`src/hw/ltp_pkg.sv`:
```
// constants for the logic trigger programmer
package ltp_pkg;
    localparam int unsigned NUM_CH = 4;
    localparam int unsigned THR_W = 8;
    // threshold in 10 mV steps
    localparam int unsigned THR_STEP_MV = 10;
    localparam logic [THR_W-1:0] THR_DEFAULT = 8'h8C;
    localparam logic [THR_W-1:0] THR_MAX = 8'hFF;
    // time between threshold steps while held, in microseconds
    localparam int unsigned THR_RATE_US = 50;
    localparam int unsigned CLK_MHZ = 40;
    localparam int unsigned THR_RATE_CYC = THR_RATE_US * CLK_MHZ;
    localparam int unsigned RATE_W = 12;
    // deflection index: 0 is most sensitive, DEFL_MAX is 5 V/div
    localparam int unsigned DEFL_W = 4;
    localparam logic [DEFL_W-1:0] DEFL_MAX = 4'hB;
    localparam logic [DEFL_W-1:0] DEFL_RESET = 4'h4;
    // term colour codes on the indicator
    typedef enum logic [1:0] {
        LTP_IND_OFF,
        LTP_IND_RED,
        LTP_IND_GREEN
    } ltp_ind_e;
endpackage : ltp_pkg

```
`src/hw/ltp_top.sv`:
```
// front-panel logic trigger combiner, four channels
// Summary of operation
// - negate press makes the last programmed channel's term active low, indicator green.
// - second negate press restores active high with red indicator.
// - program selector toggles into program-trigger mode, lit green.
// - selector light out means channel mode; channel buttons pick edited channel.
// - clear removes all terms; no trigger until a new term.
// - channel press in trigger mode adds active-high term, indicator red.
// - trigger uses thresholded input regardless of display enable.
// - unprogrammed channels do not contribute; empty function gives no trigger.
// - trigger monitor is high only while all active terms are true.
// - high term and low term trigger while first high and second low.
// - threshold defaults to 1.4 V and steps up while raise is held.
// - two logic-family presses restore 1.4 V and set the selected channel to 5 V/div.
// - upper deflection press steps the selected channel one position.
`timescale 1ns/1ps
`default_nettype none
module ltp_top (
    // clock and reset
    input wire logic core_clk_i,
    input wire logic arst_n_i,
    // front-panel presses, one-cycle pulses from debounced logic
    input wire logic program_mode_select_i,
    input wire logic clear_i,
    input wire logic negate_i,
    input wire logic display_i,
    input wire logic defl_up_i,
    input wire logic logic_family_select_i,
    input wire logic [3:0] chan_btn_i,
    // level controls
    input wire logic level_raise_i,
    input wire logic threshold_edit_select_i,
    // comparator outputs, asynchronous
    input wire logic [3:0] chan_cmp_i,
    // status and trigger
    output logic program_mode_select_trig_led_o,
    output logic [7:0] term_ind_o,
    output logic [3:0] disp_en_o,
    output logic [1:0] sel_chan_o,
    output logic [15:0] defl_o,
    output logic [7:0] threshold_o,
    output logic trigger_o,
    output logic trigger_monitor_trace_o
);
    typedef struct packed {
        logic [1:0] rst_sync;
        logic [3:0] cmp_m;
        logic [3:0] cmp_s;
        logic program_mode_select_trig;
        logic [3:0] term_on;
        logic [3:0] term_neg;
        logic [1:0] last_ch;
        logic [1:0] sel_ch;
        logic [3:0] disp;
        logic [15:0] defl;
        logic [7:0] thr;
        logic [11:0] rate_cnt;
        logic fam_press;
        logic trig;
        logic [7:0] ind;
    } ltp_state_s;

    ltp_state_s st;
    ltp_state_s next_st;
    logic rst_n;
    logic [3:0] term_true;
    logic [3:0] term_ok;

    assign rst_n = st.rst_sync[1];

    // the programmed terms evaluated on synchronised comparator levels
    for (genvar g = 0; g < 4; g++) begin : g_term
        assign term_true[g] = st.cmp_s[g] ^ st.term_neg[g];
        assign term_ok[g] = ~st.term_on[g] | term_true[g];
    end

    always_comb begin
        next_st = st;
        next_st.rst_sync = {st.rst_sync[0], 1'b1};
        next_st.cmp_m = chan_cmp_i;
        next_st.cmp_s = st.cmp_m;
        if (program_mode_select_i) begin
            next_st.program_mode_select_trig = ~st.program_mode_select_trig;
        end
        for (int i = 0; i < 4; i++) begin
            if (chan_btn_i[i]) begin
                if (st.program_mode_select_trig) begin
                    next_st.term_on[i] = 1'b1;
                    next_st.term_neg[i] = 1'b0;
                    next_st.last_ch = 2'(i);
                end else begin
                    next_st.sel_ch = 2'(i);
                end
            end
        end
        if (st.program_mode_select_trig && negate_i && st.term_on[st.last_ch]) begin
            next_st.term_neg[st.last_ch] = ~st.term_neg[st.last_ch];
        end
        if (st.program_mode_select_trig && clear_i) begin
            next_st.term_on = 4'h0;
            next_st.term_neg = 4'h0;
        end
        if (!st.program_mode_select_trig && display_i) begin
            next_st.disp[st.sel_ch] = ~st.disp[st.sel_ch];
        end
        if (!st.program_mode_select_trig && defl_up_i && st.defl[st.sel_ch*4 +: 4] != ltp_pkg::DEFL_MAX) begin
            next_st.defl[st.sel_ch*4 +: 4] = st.defl[st.sel_ch*4 +: 4] + 4'h1;
        end
        // threshold steps at a slow rate so a held button ramps visibly
        if (level_raise_i && threshold_edit_select_i) begin
            if (st.rate_cnt == 12'(ltp_pkg::THR_RATE_CYC - 1)) begin
                next_st.rate_cnt = 12'h000;
                if (st.thr != ltp_pkg::THR_MAX) begin
                    next_st.thr = st.thr + 8'h01;
                end
            end else begin
                next_st.rate_cnt = st.rate_cnt + 12'h001;
            end
        end else begin
            next_st.rate_cnt = 12'h000;
        end
        if (logic_family_select_i) begin
            next_st.fam_press = ~st.fam_press;
            if (st.fam_press) begin
                next_st.thr = ltp_pkg::THR_DEFAULT;
                next_st.defl[st.sel_ch*4 +: 4] = ltp_pkg::DEFL_MAX;
            end
        end
        // empty function never triggers
        next_st.trig = (|st.term_on) & (&term_ok);
        for (int i = 0; i < 4; i++) begin
            if (!next_st.term_on[i]) begin
                next_st.ind[i*2 +: 2] = 2'(ltp_pkg::LTP_IND_OFF);
            end else if (next_st.term_neg[i]) begin
                next_st.ind[i*2 +: 2] = 2'(ltp_pkg::LTP_IND_GREEN);
            end else begin
                next_st.ind[i*2 +: 2] = 2'(ltp_pkg::LTP_IND_RED);
            end
        end
    end

    always_ff @(posedge core_clk_i or negedge arst_n_i) begin
        if (!arst_n_i) begin
            st <= '0;
            st.thr <= ltp_pkg::THR_DEFAULT;
            st.defl <= {4{ltp_pkg::DEFL_RESET}};
        end else if (!rst_n) begin
            st.rst_sync <= next_st.rst_sync;
        end else begin
            st <= next_st;
        end
    end

    assign program_mode_select_trig_led_o = st.program_mode_select_trig;
    assign term_ind_o = st.ind;
    assign disp_en_o = st.disp;
    assign sel_chan_o = st.sel_ch;
    assign defl_o = st.defl;
    assign threshold_o = st.thr;
    assign trigger_o = st.trig;
    assign trigger_monitor_trace_o = st.trig;

    a_empty_no_trig: assert property (
        @(posedge core_clk_i) disable iff (!rst_n)
        ($past(st.term_on) == 4'h0)
        |-> !trigger_o
    ) else begin
        $error("trigger with empty function");
    end

    a_and_terms: assert property (
        @(posedge core_clk_i) disable iff (!rst_n)
        trigger_o
        |-> $past(&term_ok)
    ) else begin
        $error("trigger while a term is false");
    end

    a_clear_all: assert property (
        @(posedge core_clk_i) disable iff (!rst_n)
        (st.program_mode_select_trig && clear_i)
        |=> (term_ind_o == 8'h00) ##1 !trigger_o
    ) else begin
        $error("clear left a term");
    end

    a_mode_toggle: assert property (
        @(posedge core_clk_i) disable iff (!rst_n)
        program_mode_select_i
        |=> (program_mode_select_trig_led_o != $past(program_mode_select_trig_led_o))
    ) else begin
        $error("mode did not toggle");
    end

    a_chan_add: assert property (
        @(posedge core_clk_i) disable iff (!rst_n)
        (st.program_mode_select_trig && chan_btn_i[0] && !clear_i && !negate_i)
        |=> term_ind_o[1:0] == 2'h1
    ) else begin
        $error("ch0 not red");
    end

    a_negate_flip: assert property (
        @(posedge core_clk_i) disable iff (!rst_n)
        (st.program_mode_select_trig && negate_i && chan_btn_i == 4'h0 && !clear_i && st.term_on[st.last_ch])
        |=> st.term_neg[$past(st.last_ch)] != $past(st.term_neg[st.last_ch])
    ) else begin
        $error("negate failed");
    end

    a_mixed_terms: assert property (
        @(posedge core_clk_i) disable iff (!rst_n)
        ($past(st.term_on) == 4'h6 && $past(st.term_neg) == 4'h4)
        |-> trigger_o == ($past(st.cmp_s[1]) && !$past(st.cmp_s[2]))
    ) else begin
        $error("mixed terms wrong");
    end

    a_single_term: assert property (
        @(posedge core_clk_i) disable iff (!rst_n)
        ($past(st.term_on) == 4'h1 && $past(st.term_neg) == 4'h0)
        |-> trigger_o == $past(st.cmp_s[0])
    ) else begin
        $error("single term wrong");
    end

    a_family_reset: assert property (
        @(posedge core_clk_i) disable iff (!rst_n)
        (logic_family_select_i && st.fam_press)
        |=> threshold_o == ltp_pkg::THR_DEFAULT
    ) else begin
        $error("threshold not restored");
    end

    a_family_defl: assert property (
        @(posedge core_clk_i) disable iff (!rst_n)
        (logic_family_select_i && st.fam_press)
        |=> defl_o[$past(st.sel_ch)*4 +: 4] == ltp_pkg::DEFL_MAX
    ) else begin
        $error("deflection not forced");
    end

    a_fam_first: assert property (
        @(posedge core_clk_i) disable iff (!rst_n)
        (logic_family_select_i && !st.fam_press && !(level_raise_i && threshold_edit_select_i))
        |=> threshold_o == $past(threshold_o)
    ) else begin
        $error("first family press moved threshold");
    end

    a_thr_mono: assert property (
        @(posedge core_clk_i) disable iff (!rst_n)
        (level_raise_i && threshold_edit_select_i && !logic_family_select_i)
        |=> threshold_o >= $past(threshold_o)
    ) else begin
        $error("threshold fell");
    end

    a_thr_hold: assert property (
        @(posedge core_clk_i) disable iff (!rst_n)
        (!level_raise_i && !logic_family_select_i)
        |=> threshold_o == $past(threshold_o)
    ) else begin
        $error("threshold moved while idle");
    end

    a_defl_step: assert property (
        @(posedge core_clk_i) disable iff (!rst_n)
        (!st.program_mode_select_trig && defl_up_i && !logic_family_select_i && chan_btn_i == 4'h0
            && st.defl[st.sel_ch*4 +: 4] != ltp_pkg::DEFL_MAX)
        |=> defl_o[$past(st.sel_ch)*4 +: 4] == $past(st.defl[st.sel_ch*4 +: 4]) + 4'h1
    ) else begin
        $error("deflection no step");
    end

    a_defl_sat: assert property (
        @(posedge core_clk_i) disable iff (!rst_n)
        (!st.program_mode_select_trig && defl_up_i && !logic_family_select_i
            && st.defl[st.sel_ch*4 +: 4] == ltp_pkg::DEFL_MAX)
        |=> defl_o == $past(defl_o)
    ) else begin
        $error("deflection passed its limit");
    end

    a_chan_select: assert property (
        @(posedge core_clk_i) disable iff (!rst_n)
        (!st.program_mode_select_trig && chan_btn_i[2] && !chan_btn_i[3])
        |=> sel_chan_o == 2'h2
    ) else begin
        $error("channel not selected");
    end

    a_disp_toggle: assert property (
        @(posedge core_clk_i) disable iff (!rst_n)
        (!st.program_mode_select_trig && display_i)
        |=> disp_en_o[$past(st.sel_ch)] != $past(disp_en_o[st.sel_ch])
    ) else begin
        $error("display did not toggle");
    end

    a_chan_hold: assert property (
        @(posedge core_clk_i) disable iff (!rst_n)
        !st.program_mode_select_trig
        |=> term_ind_o == $past(term_ind_o)
    ) else begin
        $error("term changed in channel mode");
    end

    a_trig_hold: assert property (
        @(posedge core_clk_i) disable iff (!rst_n)
        (st.program_mode_select_trig && !logic_family_select_i)
        |=> (defl_o == $past(defl_o)) && (disp_en_o == $past(disp_en_o))
            && (sel_chan_o == $past(sel_chan_o))
    ) else begin
        $error("channel setting changed in trigger mode");
    end
endmodule // ltp_top
`default_nettype wire

```
`config.mk`:
```
export PLATFORM = sky130hd
export DESIGN_NAME = ltp_top
export DESIGN_NICKNAME = d
export VERILOG_FILES = /design/src/hw/ltp_pkg.sv /design/src/hw/ltp_top.sv
export SDC_FILE = /design/constraint.sdc
export NUM_CORES = 1
export LEC_CHECK = 0
export BUFFER_PORTS_ARGS = -buffer_cell sky130_fd_sc_hd__buf_2
export CAP_MARGIN = 20
export CORE_MARGIN = 4
export CORE_UTILIZATION = 50
export DETAILED_ROUTE_END_ITERATION = 10
export PLACE_DENSITY = 0.69
export SKIP_CTS_REPAIR_TIMING = 1
export SLEW_MARGIN = 20
export SYNTH_ARGS = -nofsm -noshare
export SYNTH_HDL_FRONTEND = slang
export SYNTH_SLANG_ARGS = --single-unit
```
`constraint.sdc`:
```
create_clock -name core_clk_i -period 6.4 [get_ports core_clk_i]
set_clock_uncertainty 0.05 [all_clocks]
set_input_delay 0.64 -clock core_clk_i [delete_from_list [all_inputs] [get_ports core_clk_i]]
set_output_delay 0.64 -clock core_clk_i [all_outputs]
set_load 0.05 [all_outputs]
```
==> results by group <==
Global routing
  • Overflow after GRT: 0
  • Antenna violations before repair: 0
  • Met2 Use GR: 28.69%
  • First-pass GRT wire length: 15420 um
  • Maximum number of pins on one net before global-route repair: 74
  • Met1 usage: approximately 28%
  • Grt met3 use: 5.214%
  • GRT busiest layer: met2
  • Total GRT Usage: 19.68%
  • Vias in the first global route: 3098

Routing
  • DR vias/cell: approximately 6
  • DR WL/cell: 17.05 um
  • Initial detailed-routing violation count: 186
  • ANT nets after route: 0
  • Vias: about 3100
  • Residual DRC count: 0
  • Final WL: 9107 um
  • First-pass detailed-route iteration total: 5

Place
  • Placed insts: 518
  • Port Buffers: 58
  • Final HPWL DP: 6266 um
  • Routability congestion estimate: 0.9132

Worst hold path
  • HP Class: reg2reg

Clock network
  • Clock Tree Buf Depth: 2
  • CTS buffer count: 9
  • H-tree levels: 3
  • CTS sink cnt: 73
  • CTS clock-pin slew for the worst setup and hold paths: around 0.08 ns
  • Clk root buf: clkbuf_8
  • CTS tree: built
  • Worst skew pair latency: between 0.3 and 0.4 ns

Cells and area
  • Multi-input gate area: ~1800 um2
  • Fill count: 713
  • Non-filler instance count after layout: ~530
  • Antenna cell count: 0
  • Register Area: roughly 1800 um2
  • Layout overhead on the synthesized area: 6.646%
  • NumNets Final: 453
  • Proportion of layout cells with a drive suffix above 1: 25.23%

Logic synthesis
  • Synth cell types: 63
  • Net Count, Synth: 436
  • Seq/Total Area, Yosys: 45.14%
  • Top cells by area, synth: dfrtp_1, buf_4, dfstp_2, mux2_2, nand2_1
  • Synth area leader: dfrtp_1
  • Synth Cell Area: 4066 um2
  • Post-synth EDFFs: 0
  • Warnings from Yosys: 0
  • Flops & latches, synth: 73
  • Asr flop ratio synth: 100.0%
  • Mean Syn Cell Area: between 9 and 10 um2
  • Commonest cells post-synth: dfrtp_1, buf_4, nand2_1
  • Synth top area share: 40.62%
  • Most common cell in the netlist: dfrtp_1
  • Mapped Cells: approximately 400
  • Top FF cell, synth: dfrtp_1

Timing
  • Max_slew headroom: 39.26%
  • Final min period: between 2 and 3 ns
  • Final max-slew violation count: 0
  • Final worst-path cycle share: between 40% and 50%
  • Fmax: 354.2 MHz
  • RSZ-0062 raised after global routing: false
  • Slew @ Worst Pin: 0.9111 ns
  • Final hold violation count: 0
  • Final setup viols: 0
  • Setup total negative slack: 0 ns

Die
  • Row cnt: 32
  • Die H: 98.18 um
  • Area of the die: 9639 um2
  • Initial core utilization: 52.08%
  • Core ar.: 7807 um2
  • Die W: between 90 and 100 um
  • Top-Level Pins: 59

Worst setup path
  • Critical Path RT: around 6.6 ns
  • Worst Setup Path Type: reg2reg
  • CP arrival: roughly 3.0 ns
  • Critical Path Fanout Max: 13
  • Startpoint Class: register
  • Crit. End Element: register

Run
  • Max-cap violations: 0

Pwr
  • Leakage: 1.934 nW
  • Max IR drop VDD: 0.2274 mV
  • Power Density: 482.4 nW/um2

Status
  • Status: complete, no violations
-- sequential cells by signal, summed over array words and instances, names as in the netlist --
| signal | flops |
|---|---|
| threshold_o | 8 |
| trigger_monitor_trace_o | 1 |
| next_st | 5 |
| sel_chan_o | 2 |
| term_ind_o | 8 |
| st | 27 |
| program_mode_select_trig_led_o | 1 |
| rst_n | 1 |
| defl_o | 16 |
| disp_en_o | 4 |
-- path summary, 6_finish.rpt --
kind / start / to / slack [ns] / depth (start not counted)
max in group asynchronous: arst_n_i / term_ind_o[5]$_DFFE_PN0P_ / 5.26 / 2
hold / removal: next_st[72]$_DFF_PN0_ / rst_n$_DFF_PN0_ / 0.30 / 0
min in group asynchronous: arst_n_i / defl_o[4]$_DFFE_PN0P_ / 0.46 / 2
hold reg to reg: next_st[72]$_DFF_PN0_ / rst_n$_DFF_PN0_ / 0.30 / 0
setup / recovery: sel_chan_o[0]$_DFFE_PN0P_ / defl_o[4]$_DFFE_PN0P_ / 3.58 / 6
setup reg to reg: sel_chan_o[0]$_DFFE_PN0P_ / defl_o[4]$_DFFE_PN0P_ / 3.58 / 6
-- layer usage --
layer	share of wire (%)	up-vias
met5	0	-
met4	1.8	0
met3	6.4	16
met2	46	112
met1	46	1545
li1	-	1472
-- cell type report --
cell class                      instances  area share (%)
Clock buffer                           13           3.433
Clock inverter                          3          0.9233
Inverter                               16           1.385
Multi-Input combinational cell        267           41.95
Sequential cell                        73           42.33
Tap cell                              102           2.943
Timing Repair Buffer                   60           7.040
-- kinds of logic (layout without fill, tap and decap cells) --
group	Yosys count	after routing	share of synthesized area, %
mux	20	20	6.862
flops	73	73	45.14
other cells	1	1	0.09222
xor+xnor	19	19	4.092
buf+inv	70	92	10.12
compound gates	92	92	15.42
simple gates	127	127	15.82
fa+ha+maj	8	8	2.462
-- where the power goes --
part / total [mW] / leakage (nW) / internal, mW / switching [mW]
Combinational: 0.989 / 0.936 / 0.302 / 0.688
Sequential: 0.744 / 0.901 / 0.593 / 0.151
Clock: 0.359 / 0.0974 / 0.190 / 0.169
-- critical path: stages (launching register included) --
cell and delay [ns]:
dfrtp_1 0.73, mux4_2 0.68, ha_1 0.27, nand3b_2 0.16, nand2_2 0.15, o31a_1 0.35
or3_1 0.32
-- per-stage QoR --
| stage | instance area (um2) | util [%] | worst slack (ns) | power [mW] | hold WS [ns] |
|---|---|---|---|---|---|
| floorplan | 4066 | - | 3.929 | 1.606 | 0.2812 |
| global route | 4337 | 55.54 | 3.418 | 2.227 | 0.3270 |
| CTS | 4337 | 55.54 | 3.586 | 2.097 | 0.3050 |
| detailed placement | 4148 | 53.13 | 3.626 | 1.731 | 0.2873 |
| finish | 4337 | 55.54 | 3.577 | 2.092 | 0.3022 |
| global placement | 4148 | 53.13 | 3.683 | 1.724 | 0.2830 |
-- cell usage in the layout, fill, tap and decap left out, types with 10 or more instances in the layout --
cell / count
nor2_1: 28
mux2_2: 13
a21oi_1: 15
buf_2: 58
nand2_1: 38
xnor2_1: 12
dfrtp_1: 66
o21ai_0: 27
inv_1: 15
nand3_1: 14
clkbuf_8: 10
No activity file was read; power rests on OpenSTA's default activity.
